===== src/sadc_cfg.svh =====
/*
  Constants of the converter sequencer: register indices, field positions,
  reset values, pin masks and sequence lengths counted in half bit periods.
  Assumes inclusion by bare name from the design files; definitions only.
*/
`ifndef SADC_CFG_SVH
`define SADC_CFG_SVH

// Register indices; byte address is four times the index
`define SADC_IDX_CTRL      12'h01F
`define SADC_IDX_PCFG      12'h09F
`define SADC_IDX_RESULT    12'h020
`define SADC_IDX_STATUS    12'h021
`define SADC_IDX_PORT      12'h022

// Control register fields
`define SADC_CS_HI         7
`define SADC_CS_LO         6
`define SADC_CH_HI         5
`define SADC_CH_LO         3
`define SADC_GO_BIT        2
`define SADC_ON_BIT        0

// Status register field
`define SADC_FLAG_BIT      0

// Reset values
`define SADC_RST_BYTE      8'h00
`define SADC_RST_CS        2'h0
`define SADC_RST_CH        3'h0
`define SADC_RST_PCFG      3'h0
`define SADC_RST_DIV       5'h00

// Half bit-period reloads for the oscillator dividers (count minus one)
`define SADC_HDIV_OSC2     5'h00
`define SADC_HDIV_OSC8     5'h03
`define SADC_HDIV_OSC32    5'h0F

// Sequence lengths in half bit periods: 3 + 2*8 = 19 (9.5 periods)
`define SADC_HALF_SAMPLE   5'h03
`define SADC_HALF_RECOVER  5'h04

// Analog pin masks, channel order 0..7
`define SADC_MASK_ALL      8'hFF
`define SADC_MASK_NO_E     8'h1F
`define SADC_MASK_013      8'h0B
`define SADC_MASK_NONE     8'h00

// Pin configuration codes
`define SADC_PCFG_NO_E     2'h1
`define SADC_PCFG_013      2'h2
`define SADC_PCFG_DIGITAL  2'h3

`endif


===== src/sadc_pkg.sv =====
/*
  Types of the converter sequencer: sequence states and clock choices.
  Assumes nothing beyond a SystemVerilog compiler.
*/
package sadc_pkg;

  // Conversion sequence states
  typedef enum logic [1:0] {
    SADC_ST_ACQUIRE,
    SADC_ST_SAMPLE,
    SADC_ST_CONVERT,
    SADC_ST_RECOVER
  } sadc_state_e;

  // Conversion clock choices
  typedef enum logic [1:0] {
    SADC_CLK_OSC2  = 2'h0,
    SADC_CLK_OSC8  = 2'h1,
    SADC_CLK_OSC32 = 2'h2,
    SADC_CLK_RC    = 2'h3
  } sadc_clk_e;

  typedef logic [7:0] sadc_byte_t;

endpackage


===== src/sadc_sar_core.sv =====
/*
  Successive-approximation register: trial code for the DAC, one bit
  decided per step from the comparator.
  Assumes load and step come from the sequencer, comparator synchronous.
*/
`timescale 1ns/1ps
module sadc_sar_core #(
  parameter int WIDTH = 8
) (
  // Clock and reset
  input  wire logic             pclk,
  input  wire logic             presetn,
  // Sequencer control
  input  wire logic             load,
  input  wire logic             step,
  input  wire logic             cmp_above,
  // Codes
  output logic [WIDTH-1:0]      trial_ff,
  output logic [WIDTH-1:0]      nxt_result
);
  logic [WIDTH-1:0] mask_ff;
  logic [WIDTH-1:0] nxt_trial;
  logic [WIDTH-1:0] nxt_mask;
  logic [WIDTH-1:0] msb_only;

  initial begin
    if (WIDTH < 1 || WIDTH > 8) $error("sadc_sar_core: WIDTH must be 1 to 8");
  end

  assign msb_only = {1'b1, {(WIDTH-1){1'b0}}};

  // Keep the bit under trial if input is above, then try the next one
  assign nxt_result = cmp_above ? trial_ff : (trial_ff & ~mask_ff);
  assign nxt_mask   = load ? msb_only : (step ? (mask_ff >> 1) : mask_ff);
  assign nxt_trial  = load ? msb_only : (step ? (nxt_result | (mask_ff >> 1)) : trial_ff);

  // Trial and mask registers
  always_ff @(posedge pclk or negedge presetn) begin
    if (!presetn) begin
      trial_ff <= '0;
      mask_ff  <= '0;
    end else begin
      trial_ff <= nxt_trial;
      mask_ff  <= nxt_mask;
    end
  end

endmodule


===== src/sadc_top.sv =====
/*
  Sequencer of an 8-bit successive-approximation converter behind an APB
  slave: clock choice, channel and pin configuration, start, abort, result,
  done flag and recovery wait.
  Assumes a comparator and analog mux outside, inputs synchronous to pclk,
  and an internal RC oscillator level arriving asynchronously.
*/
// Decided for this implementation: register access over APB.
`timescale 1ns/1ps
`include "sadc_cfg.svh"
module sadc_top #(
  parameter int NUM_CH = 8,
  parameter int WIDTH  = 8
) (
  // Clock and reset
  input  wire logic                  pclk,
  input  wire logic                  presetn,
  // APB slave
  input  wire logic [13:0]           paddr,
  input  wire logic                  psel,
  input  wire logic                  penable,
  input  wire logic                  pwrite,
  input  wire logic [31:0]           pwdata,
  output logic [31:0]                prdata_ff,
  output logic                       pready_ff,
  output logic                       pslverr_ff,
  // Device state
  input  wire logic                  sleep_mode,
  input  wire logic                  internal_rc_clock,
  input  wire logic [7:0]            port_pin_levels,
  // Analog front end
  input  wire logic                  cmp_above,
  output logic [WIDTH-1:0]           dac_code_ff,
  output logic                       sample_switch_ff,
  output logic [2:0]                 channel_select_ff,
  output logic                       vref_from_pin_ff,
  output logic [7:0]                 analog_mask_ff,
  output logic                       conv_power_on_ff,
  // Status towards the interrupt controller
  output logic                       conv_done_flag_ff,
  output sadc_pkg::sadc_byte_t       conv_result_reg_ff
);
  import sadc_pkg::*;

  // Last half tick of the conversion phase
  localparam logic [4:0] CONV_LAST = 5'(2 * WIDTH - 1);

  // Refuse parameter values the sequencer cannot serve
  if (NUM_CH != 5 && NUM_CH != 8) begin
    $error("sadc_top: NUM_CH must be 5 or 8");
  end
  if (WIDTH < 1 || WIDTH > 8) begin
    $error("sadc_top: WIDTH must be 1 to 8");
  end

  // Sequencer state and half-tick counter
  sadc_state_e      state_ff;
  sadc_state_e      nxt_state;
  logic [4:0]       cnt_ff;
  logic [4:0]       nxt_cnt;

  // Oscillator divider
  logic [4:0]       div_ff;
  logic [4:0]       nxt_div;

  // Software fields and next values
  logic [1:0]       conv_clock_select_ff;
  logic [2:0]       pin_config_select_ff;
  logic             go_ff;
  logic             nxt_go;
  logic             nxt_on;
  logic             nxt_flag;
  logic [7:0]       nxt_result;

  // RC synchroniser and edge finder
  logic             rc_meta_ff;
  logic             rc_sync_ff;
  logic             rc_last_ff;

  // Approximation core handshake
  logic             core_load;
  logic             core_step;
  logic             conv_done;
  logic [WIDTH-1:0] core_result;

  // APB decode
  wire        acc_phase  = psel & penable & ~pready_ff;
  wire        commit     = psel & penable & pready_ff;
  wire [11:0] reg_idx    = paddr[13:2];
  wire        aligned    = (paddr[1:0] == 2'h0);

  // Register hits, unaligned addresses miss
  wire        hit_ctrl   = aligned & (reg_idx == `SADC_IDX_CTRL);
  wire        hit_pcfg   = aligned & (reg_idx == `SADC_IDX_PCFG);
  wire        hit_result = aligned & (reg_idx == `SADC_IDX_RESULT);
  wire        hit_status = aligned & (reg_idx == `SADC_IDX_STATUS);
  wire        hit_port   = aligned & (reg_idx == `SADC_IDX_PORT);
  wire        addr_ok    = hit_ctrl | hit_pcfg | hit_result | hit_status | hit_port;

  // Write strobes, only at the completing edge
  wire        wr_ctrl    = commit & pwrite & hit_ctrl;
  wire        wr_pcfg    = commit & pwrite & hit_pcfg;
  wire        wr_result  = commit & pwrite & hit_result;
  wire        wr_status  = commit & pwrite & hit_status;

  // Software start and abort
  // Start needs power already on; start bit low while busy aborts
  wire start_wr  = wr_ctrl & pwdata[`SADC_GO_BIT] & conv_power_on_ff;
  wire busy      = (state_ff == SADC_ST_SAMPLE) | (state_ff == SADC_ST_CONVERT);
  wire abort_wr  = wr_ctrl & ~pwdata[`SADC_GO_BIT] & busy;
  wire flag_clr  = wr_status & pwdata[`SADC_FLAG_BIT];

  // Power and status bit next values
  assign nxt_on = wr_ctrl ? pwdata[`SADC_ON_BIT] : conv_power_on_ff;
  assign nxt_go = ~nxt_on ? 1'b0 :
                  wr_ctrl ? start_wr :
                  conv_done ? 1'b0 : go_ff;

  // Set wins over a clear in the same cycle
  assign nxt_flag   = conv_done | (conv_done_flag_ff & ~flag_clr);
  assign nxt_result = conv_done ? 8'(core_result) :
                      wr_result ? pwdata[7:0] : conv_result_reg_ff;

  // Half bit-period tick from the chosen clock
  // Each RC edge is one half period; oscillators use the divider
  wire rc_sel    = (conv_clock_select_ff == SADC_CLK_RC);
  wire rc_edge   = rc_sync_ff ^ rc_last_ff;
  wire [4:0] div_reload =
      (conv_clock_select_ff == SADC_CLK_OSC2)  ? `SADC_HDIV_OSC2 :
      (conv_clock_select_ff == SADC_CLK_OSC8)  ? `SADC_HDIV_OSC8 :
                                                 `SADC_HDIV_OSC32;
  wire osc_run   = ~rc_sel & ~sleep_mode;
  wire osc_tick  = osc_run & (div_ff == 5'h00);
  wire half_tick = rc_sel ? rc_edge : osc_tick;
  assign nxt_div = ~osc_run ? `SADC_RST_DIV :
                   (div_ff == 5'h00) ? div_reload : (div_ff - 5'h01);

  // Analog pins per configuration code
  wire [7:0] exist_mask = (NUM_CH == 8) ? `SADC_MASK_ALL : `SADC_MASK_NO_E;
  wire [7:0] cfg_mask =
      (pin_config_select_ff[2:1] == `SADC_PCFG_DIGITAL) ? `SADC_MASK_NONE :
      (pin_config_select_ff[2:1] == `SADC_PCFG_013)     ? `SADC_MASK_013 :
      (pin_config_select_ff[2:1] == `SADC_PCFG_NO_E)    ? `SADC_MASK_NO_E :
                                                          `SADC_MASK_ALL;
  wire [7:0] nxt_mask = cfg_mask & exist_mask;
  wire nxt_vref_pin = pin_config_select_ff[0] &
                      (pin_config_select_ff[2:1] != `SADC_PCFG_DIGITAL);

  // Read data selection
  wire [7:0] rd_ctrl   = {conv_clock_select_ff, channel_select_ff, go_ff,
                          1'b0, conv_power_on_ff};
  wire [7:0] rd_pcfg   = {5'h00, pin_config_select_ff};
  wire [7:0] rd_status = {7'h00, conv_done_flag_ff};
  wire [7:0] rd_port   = port_pin_levels & ~analog_mask_ff;
  wire [7:0] rd_byte   = hit_ctrl   ? rd_ctrl :
                         hit_pcfg   ? rd_pcfg :
                         hit_result ? conv_result_reg_ff :
                         hit_status ? rd_status :
                         hit_port   ? rd_port : `SADC_RST_BYTE;

  // Conversion sequence
  always_comb begin
    nxt_state = state_ff;
    nxt_cnt   = cnt_ff;
    core_load = 1'b0;
    core_step = 1'b0;
    conv_done = 1'b0;
    if (!conv_power_on_ff) begin
      nxt_state = SADC_ST_ACQUIRE;
      nxt_cnt   = 5'h00;
    end else begin
      unique case (state_ff)
        SADC_ST_ACQUIRE: begin
          // Leave acquisition once a start is pending
          if (go_ff) begin
            nxt_state = SADC_ST_SAMPLE;
            nxt_cnt   = 5'h00;
          end
        end
        SADC_ST_SAMPLE: begin
          // Hold the sample for three half ticks
          if (abort_wr) begin
            nxt_state = SADC_ST_RECOVER;
            nxt_cnt   = 5'h00;
          end else if (half_tick) begin
            if (cnt_ff == `SADC_HALF_SAMPLE - 5'h01) begin
              nxt_state = SADC_ST_CONVERT;
              nxt_cnt   = 5'h00;
              core_load = 1'b1;
            end else begin
              nxt_cnt = cnt_ff + 5'h01;
            end
          end
        end
        SADC_ST_CONVERT: begin
          // One bit decided every second half tick
          if (abort_wr) begin
            nxt_state = SADC_ST_RECOVER;
            nxt_cnt   = 5'h00;
          end else if (half_tick) begin
            core_step = cnt_ff[0];
            if (cnt_ff == CONV_LAST) begin
              conv_done = 1'b1;
              nxt_state = SADC_ST_RECOVER;
              nxt_cnt   = 5'h00;
            end else begin
              nxt_cnt = cnt_ff + 5'h01;
            end
          end
        end
        SADC_ST_RECOVER: begin
          // Switch stays open for two bit periods
          if (half_tick) begin
            if (cnt_ff == `SADC_HALF_RECOVER - 5'h01) begin
              nxt_state = SADC_ST_ACQUIRE;
              nxt_cnt   = 5'h00;
            end else begin
              nxt_cnt = cnt_ff + 5'h01;
            end
          end
        end
      endcase
    end
  end

  // Approximation register
  sadc_sar_core #(
    .WIDTH      (WIDTH)
  ) u_core (
    .pclk       (pclk),
    .presetn    (presetn),
    .load       (core_load),
    .step       (core_step),
    .cmp_above  (cmp_above),
    .trial_ff   (dac_code_ff),
    .nxt_result (core_result)
  );

  // RC oscillator synchroniser
  // Two flops against metastability, a third to find edges
  always_ff @(posedge pclk or negedge presetn) begin
    if (!presetn) begin
      rc_meta_ff <= 1'b0;
      rc_sync_ff <= 1'b0;
      rc_last_ff <= 1'b0;
    end else begin
      rc_meta_ff <= internal_rc_clock;
      rc_sync_ff <= rc_meta_ff;
      rc_last_ff <= rc_sync_ff;
    end
  end

  // Sequencer state and divider
  // Divider restarts whenever the oscillator clocks stop
  always_ff @(posedge pclk or negedge presetn) begin
    if (!presetn) begin
      state_ff <= SADC_ST_ACQUIRE;
      cnt_ff   <= 5'h00;
      div_ff   <= `SADC_RST_DIV;
    end else begin
      state_ff <= nxt_state;
      cnt_ff   <= nxt_cnt;
      div_ff   <= nxt_div;
    end
  end

  // Software registers
  // Pin config bits 7-3 are not stored
  always_ff @(posedge pclk or negedge presetn) begin
    if (!presetn) begin
      conv_clock_select_ff <= `SADC_RST_CS;
      channel_select_ff    <= `SADC_RST_CH;
      go_ff                <= 1'b0;
      conv_power_on_ff     <= 1'b0;
      pin_config_select_ff <= `SADC_RST_PCFG;
      conv_done_flag_ff    <= 1'b0;
      conv_result_reg_ff   <= `SADC_RST_BYTE;
    end else begin
      if (wr_ctrl) begin
        conv_clock_select_ff <= pwdata[`SADC_CS_HI:`SADC_CS_LO];
        channel_select_ff    <= pwdata[`SADC_CH_HI:`SADC_CH_LO];
      end
      if (wr_pcfg) begin
        pin_config_select_ff <= pwdata[2:0];
      end
      go_ff              <= nxt_go;
      conv_power_on_ff   <= nxt_on;
      conv_done_flag_ff  <= nxt_flag;
      conv_result_reg_ff <= nxt_result;
    end
  end

  // Pin and switch outputs
  // Switch closes only while acquiring
  always_ff @(posedge pclk or negedge presetn) begin
    if (!presetn) begin
      sample_switch_ff <= 1'b0;
      vref_from_pin_ff <= 1'b0;
      analog_mask_ff   <= `SADC_MASK_NONE;
    end else begin
      sample_switch_ff <= conv_power_on_ff & (nxt_state == SADC_ST_ACQUIRE);
      vref_from_pin_ff <= nxt_vref_pin;
      analog_mask_ff   <= nxt_mask;
    end
  end

  // APB answer: one wait state, data and error with ready
  always_ff @(posedge pclk or negedge presetn) begin
    if (!presetn) begin
      pready_ff  <= 1'b0;
      pslverr_ff <= 1'b0;
      prdata_ff  <= 32'h0000_0000;
    end else begin
      pready_ff  <= acc_phase;
      pslverr_ff <= acc_phase & ~addr_ok;
      if (acc_phase & ~pwrite) begin
        prdata_ff <= {24'h00_0000, rd_byte};
      end
    end
  end

endmodule


===== config.mk =====
export PLATFORM = sky130hd
export DESIGN_NAME = sadc_top
export DESIGN_NICKNAME = d
export VERILOG_FILES = /design/src/sadc_pkg.sv /design/src/sadc_sar_core.sv /design/src/sadc_top.sv
export VERILOG_INCLUDE_DIRS = /design/src /design/src/src
export SDC_FILE = /design/constraint.sdc
export NUM_CORES = 1
export LEC_CHECK = 0
export BUFFER_PORTS_ARGS = -buffer_cell sky130_fd_sc_hd__buf_2
export CAP_MARGIN = 15
export CORE_ASPECT_RATIO = 0.9
export CORE_MARGIN = 4
export CORE_UTILIZATION = 45
export DETAILED_ROUTE_END_ITERATION = 12
export HOLD_SLACK_MARGIN = 0.15
export PLACE_DENSITY = 0.85
export SETUP_SLACK_MARGIN = 0.02
export SYNTH_ARGS = -nofsm -noshare
export SYNTH_HDL_FRONTEND = slang
export SYNTH_SLANG_ARGS = --single-unit
export TNS_END_PERCENT = 20

===== constraint.sdc =====
create_clock -name pclk -period 2.4 [get_ports pclk]
set_input_delay 0.48 -clock pclk [delete_from_list [all_inputs] [get_ports pclk]]
set_output_delay 0.48 -clock pclk [all_outputs]
set_load 0.01 [all_outputs]

After elaboration in Yosys (flattened, before gate mapping)
Cells that the tools add are included.
{"block": "totals", "in_bits": 62, "output_inout_bits": 65, "regBits": 70}
{"block": "classes", "n_addsub": 2, "bitwise_logic": 44, "n_reduce_logical": 8, "n_mux": 60, "n_eq_ne": 22}
{"cell": "$mux 8", "count": 15}
{"cell": "$mux 5", "count": 12}
{"cell": "$eq 12x6->1 const B", "count": 3}
{"cell": "$and 1x1->1", "count": 25}
{"cell": "$mux 2", "count": 10}
{"cell": "$pmux 5 s4", "count": 1}
{"cell": "$mux 1", "count": 19}
{"cell": "$and 8x8->8", "count": 2}
{"cell": "$not 8->8", "count": 2}
{"cell": "$eq 12x5->1 const B", "count": 1}
{"cell": "$eq 12x8->1 const B", "count": 1}
{"cell": "$eq 2x2->1 const B", "count": 5}
{"cell": "$eq 5x2->1 const B", "count": 2}
{"cell": "$logic_not 2->1", "count": 4}
{"cell": "$mux 4", "count": 2}
{"cell": "$ne 4x4->1 const B", "count": 2}
{"cell": "$or 8x7->8", "count": 1}
{"cell": "$pmux 2 s4", "count": 1}
{"cell": "$not 1->1", "count": 7}
{"cell": "$eq 2x1->1 const B", "count": 3}
{"cell": "$ne 3x3->1 const B", "count": 2}
{"cell": "$or 1x1->1", "count": 6}
{"cell": "$add 5x1->5 const B", "count": 1}
{"cell": "$eq 5x4->1 const B", "count": 1}
{"cell": "other kinds (7)", "count": 8}

Longest topological paths before layout
{"block": "logic_depth", "word_depth": 12, "depth_mapped": 10}

Modules after synthesis
A second synthesis with hierarchy kept.
{"block": "hier_totals", "hier_cells": 362, "area_unflattened_um2": 3657.3}
{"module": "sadc_top", "area_per_inst_um2": 2890.3, "n_inst": 1, "cells_per_inst": 292}
{"module": "sadc_sar_core", "area_per_inst_um2": 767.0, "n_inst": 1, "cells_per_inst": 70}

Worst setup path after synthesis
Ideal clock, no wire load.
{"block": "synth_path", "path_kind": "register to register", "start": "register div_ff[0]", "end": "register u_core.mask_ff[4]", "stages_incl_launch_ff": 11, "period_less_slack_ps": 2181, "slack_ps": 219, "arrival_ps": 2062, "cell_sequence": "dfrtp_1 inv_1 ha_1 or4b_1 buf_2 o22ai_4 and2_1 and4_1 buf_4 buf_6 nor2_1"}
{"block": "synth_between", "elab_chain_cells": 8}
{"element": "start: declaration", "line": "sadc_top.sv:63", "text": "logic [4:0] div_ff;"}
{"element": "start signal: assignment", "line": "sadc_top.sv:259", "text": "div_ff <= `SADC_RST_DIV;"}
{"element": "start signal: assignment", "line": "sadc_top.sv:263", "text": "div_ff <= nxt_div;"}
{"element": "$logic_not 5->1 *", "line": "sadc_top.sv:133", "text": "wire osc_tick = osc_run & (div_ff == 5'h00);"}
{"element": "$and 1x1->1 *", "line": "sadc_top.sv:133"}
{"element": "$mux 1 *", "line": "sadc_top.sv:134", "text": "wire half_tick = rc_sel ? rc_edge : osc_tick;"}
{"element": "$mux 1, on equally long branches", "line": "sadc_top.sv:185, sadc_top.sv:200"}
{"element": "$mux 1, on equally long branches", "line": "sadc_top.sv:182, sadc_top.sv:197"}
{"element": "$mux 1", "line": "sadc_top.sv:172", "text": "unique case (state_ff)"}
{"element": "$mux 1", "line": "sadc_top.sv:168", "text": "if (!conv_power_on_ff) begin"}
{"element": "$mux 8 or $reduce_bool 2->1 (tied branches)"}
{"element": "end signal: assignment", "line": "sadc_sar_core.sv:44", "text": "mask_ff <= nxt_mask;"}
{"element": "end: declaration", "line": "sadc_sar_core.sv:21", "text": "logic [WIDTH-1:0] mask_ff;"}
Mark *: on every way between the ends. The rest lies on a longest branch, timed or not.
A chain may end at the register's enable or synchronous reset.

Final worst setup path
{"block": "layout_path", "start": "register div_ff[1]", "end": "register sample_switch_ff"}
{"block": "layout_between", "elab_chain_cells": 9}
{"element": "$logic_not 5->1 *", "line": "sadc_top.sv:133"}
{"element": "$and 1x1->1 *", "line": "sadc_top.sv:133"}
{"element": "$mux 1 *", "line": "sadc_top.sv:134"}
{"element": "$mux 2, on equally long branches", "line": "sadc_top.sv:200, sadc_top.sv:185"}
{"element": "$mux 2, on equally long branches", "line": "sadc_top.sv:197, sadc_top.sv:182"}
{"element": "$pmux 2 s4 *", "line": "sadc_top.sv:172"}
{"element": "$mux 2 *", "line": "sadc_top.sv:168"}
{"element": "$logic_not 2->1 *", "line": "sadc_top.sv:301", "text": "sample_switch_ff <= conv_power_on_ff & (nxt_state == SADC_ST_ACQUIRE);"}
{"element": "$and 1x1->1 *", "line": "sadc_top.sv:301"}
{"element": "end signal: assignment", "line": "sadc_top.sv:301"}
{"element": "end: declaration", "line": "sadc_top.sv:34", "text": "output logic sample_switch_ff,"}
Marked as above.

==> metrics.txt <==
Reg2Reg Depth 10; Synth Warn # 0; nets 551; RSZ-0062 raised after global routing yes; drt initial violations 181; cell taking the most area after synthesis dfrtp_1; nature of the critical path endpoint flop; largest net degree at the start of global routing 41; layout cells sized above 1 28.4%; drt pass-1 iters 5; number of max-cap violations 0; Setup CP Type flop to flop; status finished with violations; flop and latch count out of synthesis 65; startpoint types flop; Area growth, synth to finish 21.3%; failing checks negative setup slack; fillers 643; Boundary Pins 127; routed length per instance 15.9 um; RePlAce Congestion 0.883; Tightest Hold Check Type primary input to flop; Final Hold Vio Count 0; crit-path max FO 6; WP data arrival 2.65 ns; Total Die Area 9590 um2; placed insts 559; # diodes 0; final setup vio count 1; Post-synth ARST share 100%; gr ovfl total 0; Yosys cell types 48; clk sink count 65; top-count cell post-synth dfrtp_1; pre-CTS setup slack -0.0440 ns; Top FF cell, synth dfrtp_1; setup ws final -0.0195 ns; Worst-Margin Slew 0.627 ns; post-synthesis average cell area 9.50 um2; Layout Cells excl Fill 579; All-Layer GR Usage 19.7%; number of synthesized flops with an enable pin 0; post-route ant nets 0; core area 7690 um2; H-Tree Depth 3; die height 93.3 um; Pwr Density 725 nW/um2; cell depth of the worst hold path 1; Via Count 3123; Max Clock Skew 0.00798 ns; Total Routed Length 9.22 mm; CTS tree yes; Die Wd 103 um; VDD IR-drop max 0.344 mV; minimum clock period 2.42 ns; number of remaining DRC errors 0; initial antenna violation count 0; Synth top area share 44.7%; Post-Synthesis Cell Area 3640 um2; worst rel slew slack 58.2%; std cell rows 30; Initial Util 47.3%; sequential area share after synthesis 44.7%; vias per cell 5.39; Final HPWL DP 6.92 mm; f_max 413 MHz; Worst EP required 2.63 ns; global-route wire length before repair 14.7 mm; port bufs 78; Worst-path clk slew 0.07 ns; Synth area leaders dfrtp_1, buf_4, a21oi_1; Leak 2.24 nW; list of most frequent post-synthesis cells dfrtp_1, a21oi_1, nor2_1, nand2_1, buf_4; later-pin clock latency in the skew report 0.35 ns; clock buffer depth 2; CTS buffer count 9; cells after synthesis 383; vias in the first global route 3085; count of pins over their slew limit 0; Tcrit/Tclk final 101%; CTS Root Cell clkbuf_8
## stage by stage
step                instance area [um2]  hold WS [ns]  utilization [%]  setup TNS, ns  total power, W
floorplan                          3720         0.184                -              0         0.00181
global placement                   4120         0.347             53.5              0         0.00197
detailed placement                 4120         0.346             53.5        -0.0440         0.00202
CTS                                4360         0.217             56.7              0         0.00308
global route                       4410         0.206             57.4        -0.0672         0.00336
finish                             4410         0.228             57.4        -0.0195         0.00320
## worst max-delay path: stages (launching register included)
cell	delay, ns
dfrtp_1	0.41
inv_2	0.09
ha_4	0.12
or4b_4	0.48
o22ai_4	0.20
buf_6	0.15
buf_4	0.11
a21o_1	0.12
o21ai_0	0.16
a32o_2	0.30
nor3b_4	0.15
## per-layer routing
| metal | part of all wire (%) | vias up | GRT usage (%) |
|---|---|---|---|
| met2 | 50 | 124 | 31.5 |
| met3 | 7.5 | 16 | 6.34 |
| met5 | 0 | - | 0 |
| met1 | 41 | 1510 | 25.0 |
| li1 | - | 1473 | - |
| met4 | 1.7 | 0 | 6.69 |
## cell usage in the layout (no fill, tap or decap), types with 12 or more instances in the layout
master,n
buf_2,78
dfrtp_1,65
a21oi_1,39
nor2_1,37
nand2_1,31
conb_1,24
o21ai_0,22
inv_1,20
buf_4,18
mux2i_1,17
nand2b_1,12
## flip-flops by register name, summed over array words and instances (netlist names), 2 cells and up
register	cells
conv_result_reg_ff	8
pin_config_select_ff	3
channel_select_ff	3
cnt_ff	5
analog_mask_ff	3
prdata_ff	8
div_ff	5
u_core.trial_ff	8
state_ff	2
conv_clock_select_ff	2
u_core.mask_ff	8
## final timing paths
check | start | slack [ns] | to
worst min register to register | rc_meta_ff$_DFF_PN0_ | 0.36 | rc_sync_ff$_DFF_PN0_
min in group asynchronous | presetn | 0.68 | u_core.trial_ff[6]$_DFFE_PN0P_
worst max-delay path | div_ff[1]$_DFF_PN0_ | -0.02 | sample_switch_ff$_DFF_PN0_
max in group asynchronous | presetn | 1.10 | pin_config_select_ff[1]$_DFFE_PN0P_
worst max register to register | div_ff[1]$_DFF_PN0_ | -0.02 | sample_switch_ff$_DFF_PN0_
worst min-delay path | internal_rc_clock | 0.23 | rc_meta_ff$_DFF_PN0_
## final cells by class
cell class | count | area (um2) | area share (%)
Inverter | 22 | 82.6 | 1.87
Clock inverter | 5 | 77.6 | 1.76
Clock buffer | 11 | 151 | 3.43
Timing Repair Buffer | 100 | 587 | 13.3
Tap cell | 96 | 120 | 2.72
Sequential cell | 65 | 1630 | 36.8
Multi-Input combinational cell | 280 | 1770 | 40.1
## power by group
group | switching, W | total (W) | internal [W]
Sequential | 0.0000872 | 0.00127 | 0.00118
Clock | 0.000426 | 0.00106 | 0.000637
Combinational | 0.000470 | 0.000867 | 0.000397
Total | 0.000983 | 0.00320 | 0.00222
## kinds of logic after synthesis
group	count (synthesis)	share of synthesized area [%]
adders and majority gates	11	3.78
and+or+nand+nor	126	18.1
muxes	25	7.15
DFF	65	44.7
xor gates and xnor gates	4	0.963
other	1	0.103
AOI/OAI and AO/OA	90	15.3
buffers and inverters	61	9.87
## what timing repair did
| action | CTS | global route |
|---|---|---|
| setup endpoints to repair | 2 | 12 |
| endpoints found under the hold margin | 7 | 0 |
| hold buffers | 1 | 0 |
| buffers inserted | 0 | 3 |
| pin swaps | 0 | 4 |
| gates resized for setup | 1 | 9 |
| cloned | 0 | 0 |
(Power assumes the default switching activity.)
